File: src/cts_pkg.sv
// What this block does
// - latching switch grounded picks table 2
// - latching switch reaches only two tables
// - momentary press advances tables, wraps around
// - overdrive button held 2 s selects
// - knob click at status screen selects
// - every table change updates display indicator
// - low-range-only mode maps ranges to tables
// - switch plus axle mode: tables 1-2/3-4
// - overdrive mode: on 1, off 2, manual 3
// - low range detection switches to table 2, 3 or 4 by low range
// - up to three low ranges, labelled
// - sensor below idle threshold forces failsafe
//
// Purpose: constants for the calibration table selector
// Assumes: 10 MHz system clock, 32-bit classic Wishbone
// Notes:   tables are coded 0..3 for tables 1..4
package cts_pkg;

  // ----------------------------------------------------------------
  // timing
  // ----------------------------------------------------------------
  localparam int CLK_HZ = 10_000_000;
  localparam int OD_HOLD_S = 2;
  localparam int DEBOUNCE_MS = 10;
  localparam int OD_HOLD_CYC = CLK_HZ * OD_HOLD_S;
  localparam int DEBOUNCE_CYC = (CLK_HZ / 1000) * DEBOUNCE_MS;

  // ----------------------------------------------------------------
  // register offsets (byte addresses)
  // ----------------------------------------------------------------
  localparam logic [7:0] CTRL_OFS = 8'h00;
  localparam logic [7:0] STAT_OFS = 8'h04;
  localparam logic [7:0] MASK_OFS = 8'h08;
  localparam logic [7:0] STATE_OFS = 8'h0C;
  localparam logic [7:0] IDLE_OFS = 8'h10;

  // ----------------------------------------------------------------
  // control fields
  // ----------------------------------------------------------------
  localparam int CTRL_MODE_LSB = 0;
  localparam int CTRL_MOMENT_BIT = 2;
  localparam int CTRL_NTAB_LSB = 3;
  localparam int CTRL_LOWDET_BIT = 5;
  localparam int CTRL_MANUAL_BIT = 6;
  localparam int CTRL_ODHOLD_BIT = 7;
  localparam int CTRL_KNOB_BIT = 8;
  localparam int CTRL_W = 9;
  localparam logic [8:0] CTRL_RST = 9'h008;

  // ----------------------------------------------------------------
  // status / mask bits, state and threshold
  // ----------------------------------------------------------------
  localparam int EV_TABLE = 0;
  localparam int EV_FAULT = 1;
  localparam int EV_LOW = 2;
  localparam int EV_W = 3;
  localparam int IDLE_W = 10;
  localparam logic [9:0] IDLE_RST = 10'h048;

  // table selection modes
  typedef enum logic [1:0] {
    CTS_MODE_SWITCH = 2'b00,
    CTS_MODE_AXLE = 2'b01,
    CTS_MODE_SW_AXLE = 2'b10,
    CTS_MODE_OD = 2'b11
  } cts_mode_e;

  // overdrive state input coding
  localparam logic [1:0] OD_ON = 2'b00;
  localparam logic [1:0] OD_OFF = 2'b01;
  localparam logic [1:0] OD_MANUAL = 2'b10;

endpackage

File: src/cts_debounce.sv
// Purpose: level debouncer for a mechanical switch input
// Assumes: input already synchronous to clock
// Notes:   output changes only after input stable CYC cycles
`timescale 1ns/1ns
`default_nettype none
module cts_debounce #(
  parameter int CYC = 100_000,
  parameter logic RST_LVL = 1'b1
) (
  // clock and reset
  input wire logic clock,
  input wire logic rst_n,
  // switch
  input wire logic raw,
  output logic stable
);

  localparam int CW = $clog2(CYC + 1);
  localparam logic [CW-1:0] LAST = CW'(CYC - 1);

  logic [CW-1:0] cnt_r, cnt_nxt;
  logic lvl_r, lvl_nxt;

  // count while raw differs; accept after a quiet stretch
  always_comb begin
    cnt_nxt = '0;
    lvl_nxt = lvl_r;
    if (raw != lvl_r) begin
      if (cnt_r == LAST) begin
        lvl_nxt = raw;
      end else begin
        cnt_nxt = cnt_r + 1'b1;
      end
    end
  end

  always_ff @(posedge clock) begin
    if (!rst_n) begin
      cnt_r <= '0;
      lvl_r <= RST_LVL;
    end else begin
      cnt_r <= cnt_nxt;
      lvl_r <= lvl_nxt;
    end
  end

  assign stable = lvl_r;

endmodule // cts_debounce
`default_nettype wire

File: src/cts_selector.sv
// Purpose: picks the active calibration table and flags sensor fault
// Assumes: switch inputs synchronous, grounded inputs active low
// Notes:   registers over classic Wishbone, one wait state per access
//
// Implementation choices: the placing of the registers and the Wishbone interface to the registers.
`timescale 1ns/1ns
`default_nettype none
module cts_selector
  import cts_pkg::*;
#(
  parameter int HOLD_CYC = OD_HOLD_CYC,
  parameter int DEB_CYC = DEBOUNCE_CYC
) (
  // clock and reset
  input wire logic clock,
  input wire logic rst_n,
  // wishbone slave
  input wire logic wb_cyc_i,
  input wire logic wb_stb_i,
  input wire logic wb_we_i,
  input wire logic [7:0] wb_adr_i,
  input wire logic [3:0] wb_sel_i,
  input wire logic [31:0] wb_dat_i,
  output logic [31:0] wb_dat_o,
  output logic wb_ack_o,
  // driver switches
  input wire logic table_sel_n,
  input wire logic od_button,
  input wire logic knob_click,
  input wire logic status_screen,
  input wire logic [1:0] od_state,
  // transfer case
  input wire logic all_axle_drive,
  input wire logic low_range_n,
  input wire logic [1:0] low_range_idx,
  // throttle sensor sample
  input wire logic [9:0] throttle_angle_sensor,
  // results
  output logic [1:0] active_table,
  output logic [1:0] display_table,
  output logic display_update,
  output logic [1:0] low_range_label,
  output logic sensor_fault,
  output logic failsafe_mode,
  output logic irq
);

  localparam int HW = $clog2(HOLD_CYC + 1);
  localparam logic [HW-1:0] HOLD_LAST = HW'(HOLD_CYC - 1);

  // ----------------------------------------------------------------
  // helpers
  // ----------------------------------------------------------------
  // next table in the momentary cycle, wrapping at tables in use
  function automatic logic [1:0] next_tab(input logic [1:0] cur,
                                          input logic [1:0] last);
    next_tab = (cur >= last) ? 2'h0 : cur + 2'h1;
  endfunction

  // byte-lane merge for writes
  function automatic logic [31:0] merge(input logic [31:0] old,
                                        input logic [31:0] wd,
                                        input logic [3:0] sel);
    for (int i = 0; i < 4; i++) begin
      merge[i*8 +: 8] = sel[i] ? wd[i*8 +: 8] : old[i*8 +: 8];
    end
  endfunction

  // ----------------------------------------------------------------
  // debounced switches
  // ----------------------------------------------------------------
  logic sel_db_n, od_db, low_db_n;

  cts_debounce #(.CYC(DEB_CYC), .RST_LVL(1'b1)) u_sel_deb (
    .clock(clock), .rst_n(rst_n), .raw(table_sel_n), .stable(sel_db_n)
  );
  cts_debounce #(.CYC(DEB_CYC), .RST_LVL(1'b0)) u_od_deb (
    .clock(clock), .rst_n(rst_n), .raw(od_button), .stable(od_db)
  );
  cts_debounce #(.CYC(DEB_CYC), .RST_LVL(1'b1)) u_low_deb (
    .clock(clock), .rst_n(rst_n), .raw(low_range_n), .stable(low_db_n)
  );

  // ----------------------------------------------------------------
  // registers
  // ----------------------------------------------------------------
  logic [CTRL_W-1:0] ctrl_r, ctrl_nxt;
  logic [EV_W-1:0] stat_r, stat_nxt, mask_r, mask_nxt;
  logic [IDLE_W-1:0] idle_r, idle_nxt;
  logic ack_r, ack_nxt;
  logic [31:0] rd_r, rd_nxt;

  cts_mode_e mode;
  logic momentary, low_det_en, manual_en, od_hold_en, knob_en;
  logic [1:0] ntab_m1;

  assign mode = cts_mode_e'(ctrl_r[CTRL_MODE_LSB +: 2]);
  assign momentary = ctrl_r[CTRL_MOMENT_BIT];
  assign ntab_m1 = ctrl_r[CTRL_NTAB_LSB +: 2];
  assign low_det_en = ctrl_r[CTRL_LOWDET_BIT];
  assign manual_en = ctrl_r[CTRL_MANUAL_BIT];
  assign od_hold_en = ctrl_r[CTRL_ODHOLD_BIT];
  assign knob_en = ctrl_r[CTRL_KNOB_BIT];

  // ----------------------------------------------------------------
  // selection events
  // ----------------------------------------------------------------
  logic sel_prev_r, sel_prev_nxt;
  logic [HW-1:0] hold_r, hold_nxt;
  logic held_r, held_nxt;
  logic hold_ev, press_ev, knob_ev, adv_ev;

  // held counter saturates so a long hold gives one event only
  always_comb begin
    hold_nxt = hold_r;
    held_nxt = held_r;
    hold_ev = 1'b0;
    sel_prev_nxt = sel_db_n;
    if (!od_db) begin
      hold_nxt = '0;
      held_nxt = 1'b0;
    end else if (!held_r) begin
      if (hold_r == HOLD_LAST) begin
        held_nxt = 1'b1;
        hold_ev = od_hold_en;
      end else begin
        hold_nxt = hold_r + 1'b1;
      end
    end
  end

  assign press_ev = sel_prev_r & ~sel_db_n;
  assign knob_ev = knob_click & status_screen & knob_en;
  assign adv_ev = press_ev | hold_ev | knob_ev;

  always_ff @(posedge clock) begin
    if (!rst_n) begin
      hold_r <= '0;
      held_r <= 1'b0;
      sel_prev_r <= 1'b1;
    end else begin
      hold_r <= hold_nxt;
      held_r <= held_nxt;
      sel_prev_r <= sel_prev_nxt;
    end
  end

  // ----------------------------------------------------------------
  // table choice
  // ----------------------------------------------------------------
  logic [1:0] cyc_r, cyc_nxt, tab_r, tab_nxt, disp_r, label_r, label_nxt;
  logic upd_r, upd_nxt, fault_r, fault_nxt;
  logic low_eng, low_on, sel_on;
  logic [1:0] low_tab;

  assign low_eng = ~low_db_n;
  assign low_on = low_eng & low_det_en;
  assign low_tab = (low_range_idx > 2'h2) ? 2'h3 : low_range_idx + 2'h1;
  assign sel_on = ~sel_db_n;

  // momentary walk counter, then per-mode mapping
  always_comb begin
    cyc_nxt = cyc_r;
    if (adv_ev) begin
      cyc_nxt = next_tab(cyc_r, ntab_m1);
    end
    tab_nxt = tab_r;
    case (mode)
      CTS_MODE_SWITCH: begin
        if (low_on) begin
          tab_nxt = low_tab;
        end else if (momentary) begin
          tab_nxt = cyc_r;
        end else begin
          tab_nxt = {1'b0, sel_on};
        end
      end
      CTS_MODE_AXLE: begin
        tab_nxt = low_eng ? low_tab : 2'h0;
      end
      CTS_MODE_SW_AXLE: begin
        tab_nxt = {all_axle_drive, sel_on};
      end
      CTS_MODE_OD: begin
        if (od_state == OD_ON) begin
          tab_nxt = 2'h0;
        end else if (od_state == OD_MANUAL && manual_en) begin
          tab_nxt = 2'h2;
        end else begin
          tab_nxt = 2'h1;
        end
      end
      default: tab_nxt = tab_r;
    endcase
    upd_nxt = (tab_nxt != tab_r);
    label_nxt = (low_on || (mode == CTS_MODE_AXLE && low_eng)) ?
                low_tab : 2'h0;
    fault_nxt = (throttle_angle_sensor < idle_r);
  end

  // display copy follows each change, one update pulse per change
  always_ff @(posedge clock) begin
    if (!rst_n) begin
      cyc_r <= 2'h0;
      tab_r <= 2'h0;
      disp_r <= 2'h0;
      upd_r <= 1'b0;
      label_r <= 2'h0;
      fault_r <= 1'b0;
    end else begin
      cyc_r <= cyc_nxt;
      tab_r <= tab_nxt;
      disp_r <= tab_r;
      upd_r <= upd_nxt;
      label_r <= label_nxt;
      fault_r <= fault_nxt;
    end
  end

  // ----------------------------------------------------------------
  // wishbone register file and interrupt status
  // ----------------------------------------------------------------
  logic req, wr;
  logic [EV_W-1:0] ev, clr;
  logic [31:0] st_word;

  assign req = wb_cyc_i & wb_stb_i & ~ack_r;
  assign wr = req & wb_we_i;
  assign ev = {low_on & ~label_r[0] & ~label_r[1], fault_nxt & ~fault_r,
               upd_nxt};
  assign st_word = {25'h0, held_r, sel_on, fault_r, label_r, tab_r};

  // hardware set wins over a same-cycle write-one clear
  always_comb begin
    ctrl_nxt = ctrl_r;
    mask_nxt = mask_r;
    idle_nxt = idle_r;
    clr = '0;
    rd_nxt = rd_r;
    ack_nxt = req;
    if (wr) begin
      if (wb_adr_i == CTRL_OFS) begin
        ctrl_nxt = CTRL_W'(merge(32'(ctrl_r), wb_dat_i, wb_sel_i));
      end else if (wb_adr_i == STAT_OFS) begin
        clr = EV_W'(merge(32'h0, wb_dat_i, wb_sel_i));
      end else if (wb_adr_i == MASK_OFS) begin
        mask_nxt = EV_W'(merge(32'(mask_r), wb_dat_i, wb_sel_i));
      end else if (wb_adr_i == IDLE_OFS) begin
        idle_nxt = IDLE_W'(merge(32'(idle_r), wb_dat_i, wb_sel_i));
      end
    end
    if (req) begin
      if (wb_adr_i == CTRL_OFS) begin
        rd_nxt = 32'(ctrl_r);
      end else if (wb_adr_i == STAT_OFS) begin
        rd_nxt = 32'(stat_r);
      end else if (wb_adr_i == MASK_OFS) begin
        rd_nxt = 32'(mask_r);
      end else if (wb_adr_i == STATE_OFS) begin
        rd_nxt = st_word;
      end else if (wb_adr_i == IDLE_OFS) begin
        rd_nxt = 32'(idle_r);
      end else begin
        rd_nxt = 32'h0000_0000;
      end
    end
    stat_nxt = (stat_r & ~clr) | ev;
  end

  always_ff @(posedge clock) begin
    if (!rst_n) begin
      ctrl_r <= CTRL_RST;
      stat_r <= '0;
      mask_r <= '0;
      idle_r <= IDLE_RST;
      ack_r <= 1'b0;
      rd_r <= 32'h0000_0000;
    end else begin
      ctrl_r <= ctrl_nxt;
      stat_r <= stat_nxt;
      mask_r <= mask_nxt;
      idle_r <= idle_nxt;
      ack_r <= ack_nxt;
      rd_r <= rd_nxt;
    end
  end

  // ----------------------------------------------------------------
  // outputs
  // ----------------------------------------------------------------
  assign wb_ack_o = ack_r;
  assign wb_dat_o = rd_r;
  assign active_table = tab_r;
  assign display_table = disp_r;
  assign display_update = upd_r;
  assign low_range_label = label_r;
  assign sensor_fault = fault_r;
  assign failsafe_mode = fault_r;
  assign irq = |(stat_r & mask_r);

endmodule // cts_selector
`default_nettype wire

File: config.mk
export PLATFORM = sky130hd
export DESIGN_NAME = cts_selector
export DESIGN_NICKNAME = d
export VERILOG_FILES = /design/src/cts_pkg.sv /design/src/cts_debounce.sv /design/src/cts_selector.sv
export SDC_FILE = /design/constraint.sdc
export NUM_CORES = 1
export LEC_CHECK = 0
export ABC_CLOCK_PERIOD_IN_PS = 2000
export BUFFER_PORTS_ARGS = -buffer_cell sky130_fd_sc_hd__buf_4
export CAP_MARGIN = 20
export CORE_MARGIN = 10
export CORE_UTILIZATION = 50
export CTS_CLUSTER_DIAMETER = 80
export DETAILED_ROUTE_END_ITERATION = 10
export GPL_TIMING_DRIVEN = 0
export PLACE_DENSITY = 0.76
export SLEW_MARGIN = 25
export SYNTH_ARGS = -nofsm -noshare
export SYNTH_HDL_FRONTEND = slang
export SYNTH_SLANG_ARGS = --single-unit
File: constraint.sdc
create_clock -name clock -period 2 [get_ports clock]
set_clock_uncertainty 0.2 [all_clocks]
set_input_delay 0.1 -clock clock [delete_from_list [all_inputs] [get_ports clock]]
set_output_delay 0.1 -clock clock [all_outputs]
set_load 0.01 [all_outputs]
==> flow_metrics.tcl <==
set metrics [dict create \
    max_stage_delay_ps 600 \
    numCtsBuffers 17 \
    areaGrowthSynthToFinish_pct 33.5 \
    vias_per_cell 5.59 \
    setup_viol 4 \
    holdPathStages 4 \
    grt_pass1_vias 5687 \
    ys_warn_count 0 \
    slew_violations 0 \
    grt_max_degree 17 \
    critical-path-top-delay-family "simple AND/OR/NAND/NOR gates" \
    failed_checks "setup timing" \
    post-route-min-period_ps 2050 \
    num_rows 40 \
    clock_path_buffers 2 \
    power.leakage_nw 3.24 \
    tns_ps -124 \
    remaining_drc_errors 0 \
    min-delay-start "rst_n" \
    layout_common_cells "111 x nor2_1, 110 x dfxtp_1, 107 x buf_4" \
    drive_gt1_share_pct 23.8 \
    relSlewSlack_pct 46.5 \
    finalWirelength_mm 17.0 \
    worstSetupPathType "flop to flop" \
    ff2ff_path_depth 5 \
    antenna_found_initial 0 \
    synth_cell_types 56 \
    hold_ws_ps 31.2 \
    dieHeight_um 130 \
    drt_iter0_drc 432 \
    hpwl_mm 11.2 \
    root_buffer "clkbuf_16" \
    rsz0062_at_grt "true" \
    grt_pass1_wl_mm 26.6 \
    worst-path-max-fanout 5 \
    timing.final.hold_violations 0 \
    die_w_um 130 \
    ios 112 \
    post_dp_cell_area_um2 6850 \
    power_w 0.00587 \
    finalCritPeriodShare_pct 103 \
    r2r_end "hold_r[7]" \
    synth_area_per_cell_um2 8.64 \
    cp-start-kind "flop" \
    vias 5676 \
    portBuffers 61 \
    syn-cell-area_um2 6100 \
    status "complete, but fails checks" \
    fmax_mhz 488 \
    fillCellCount 871 \
    htreeDepth 4 \
    regToRegStartpoint "hold_r[17]" \
    synth-main-ff-cell "dfxtp_1" \
    cp-end-kind "flop" \
    path_clk_slew_ps 60 \
    min_path_type "input port to flop" \
    path_cells "nand4bb_1, or4_4, o211ai_1, xor2_1, nor2_1" \
    async_flop_share_pct 0 \
    cp_data_required_time_ps 2080 \
    holdPathEnd "low_range_label[1]" \
    coreArea_um2 12000 \
    r2r_setup_slack_ps -50 \
    diodes 0 \
    fin_ws_ps -50.1 \
    cpMaxStageDelayCell "or4_4" \
    synth-edff-count 0 \
    initial_utilization_pct 51.0 \
    dieArea_um2 17000 \
    layout_commonest_cell "nor2_1" \
    ys_seq_area_share_pct 41.7 \
    wl_per_cell_um 16.7 \
    grt_overflow 0 \
    power.density_nw_per_um2 721 \
    finalInstanceArea_um2 8140 \
    crit_buf_inv 0 \
    cts_tree "done" \
    dr.pass1.iters 5 \
    fin_util_pct 68.1 \
    ys_ff_latch 127 \
    max-cap-violations 0 \
    cts_sinks 127 \
    fin_nets 939 \
    worst_pin_slew_ps 795 \
    worstSkewPairLatency_ps 420 \
    track_usage_pct 19.4 \
    place.gp.congestion 0.903 \
    arrival_ps 2130 \
    vdd_drop_max_mv 0.586 \
    ant_nets 0 \
    synth_cells 706 \
]
-- power breakdown --
group          switching, W  total, W  internal [W]
clock network       0.00118   0.00295       0.00177
registers         0.0000169   0.00256       0.00254
logic              0.000175  0.000362      0.000188
total               0.00137   0.00587       0.00450
-- worst min-delay path: stages --
cell and delay (ps):
clkbuf_1 150, inv_1 150, or3_1 150, nor2_1 50
-- cell usage after synthesis (2+ instances only) --
cell / count / area (um2)
a21o_1: 3 / 22.5
a21oi_1: 20 / 100
a31oi_1: 2 / 12.5
a32o_1: 2 / 20.0
a32oi_1: 2 / 17.5
and2_1: 6 / 37.5
and3_1: 11 / 68.8
and3b_1: 2 / 17.5
and4_1: 7 / 61.3
buf_2: 3 / 15.0
buf_4: 23 / 173
clkbuf_1: 22 / 82.6
dfxtp_1: 127 / 2540
ha_1: 15 / 188
inv_1: 30 / 113
mux2_2: 2 / 22.5
mux2i_1: 32 / 320
nand2_1: 42 / 158
nand2b_1: 8 / 50.1
nand3_1: 30 / 150
nand3_2: 2 / 20.0
nand3b_1: 2 / 15.0
nand4_1: 25 / 156
nand4b_1: 3 / 26.3
nor2_1: 117 / 439
nor2b_1: 7 / 43.8
nor3_1: 15 / 75.1
nor4_1: 6 / 37.5
nor4bb_1: 3 / 30.0
o2111ai_1: 3 / 26.3
o211ai_1: 8 / 60.1
o21ai_0: 22 / 110
o31ai_1: 3 / 22.5
or2_2: 3 / 18.8
or3_1: 10 / 62.6
or4_1: 3 / 22.5
xnor2_1: 23 / 201
xor2_1: 44 / 385
-- logic make-up (layout without fill, tap and decap cells) --
kind of cell	after synthesis	count (layout)	share of synthesized area (%)
AO/OA/AOI/OAI	74	74	7.61
XOR/XNOR	67	67	9.62
adder cells (fa/ha/maj)	15	15	3.08
buffers and inverters	78	218	6.28
flip-flops	127	127	41.7
multiplexers	35	35	5.99
other	1	22	0.0615
AND/OR/NAND/NOR	309	310	25.7
-- how the worst max path moves through the flow --
stage                       endpoint  cells after the start  slack (ps)          startpoint
CTS                 u_sel_deb.stable                      6         -60  u_sel_deb.cnt_r[8]
finish                     hold_r[7]                      5         -50          hold_r[17]
global placement           ctrl_r[3]                      6        -510         wb_adr_i[1]
global route               hold_r[7]                      5        -110          hold_r[17]
floorplan                  idle_r[9]                      6         -70         wb_adr_i[1]
detailed placement         ctrl_r[7]                      6        -560         wb_adr_i[1]
-- layout make-up --
class / instances / area [um2] / share of cell area (%)
Sequential cell: 127 / 2570 / 31.6
Clock buffer: 19 / 453 / 5.56
Inverter: 30 / 113 / 1.38
Timing Repair Buffer: 113 / 926 / 11.4
Multi-Input combinational cell: 523 / 3490 / 42.8
Buffer: 43 / 293 / 3.60
Tap cell: 147 / 184 / 2.26
Clock inverter: 13 / 115 / 1.41
-- registers in the layout (all words and copies together), names as in the netlist, 2 cells and up --
name	count
active_table	2
hold_r	25
u_low_deb.cnt_r	17
cyc_r	2
display_table	2
stat_r	3
u_od_deb.cnt_r	17
wb_dat_o	10
low_range_label	2
mask_r	3
ctrl_r	9
idle_r	10
u_sel_deb.cnt_r	17
-- per-stage QoR --
| stage | cells | setup slack, ps |
|---|---|---|
| after floorplan | 727 | -66.0 |
| after global placement | 935 | -509 |
| after detailed placement | 935 | -559 |
| after CTS | 1002 | -58.5 |
| after global routing | 1015 | -111 |
| final | 1015 | -50.1 |
-- timing repair --
action	4_1_cts	5_1_grt
buffers inserted	10	15
endpoints found under the hold margin	50	0
resized for setup	29	49
cloned	2	1
hold buffers	25	0
pin swaps	12	20
setup endpoints to repair	73	82
-- routing by layer --
layer,vias up,global-route usage (%),wire (um)
met4,0,8.50,418
met3,42,5.48,1080
met1,2714,21.5,6830
met2,214,33.9,8650
li1,2706,-,-
met5,-,0,0
Power figures use the tool's default switching activity.
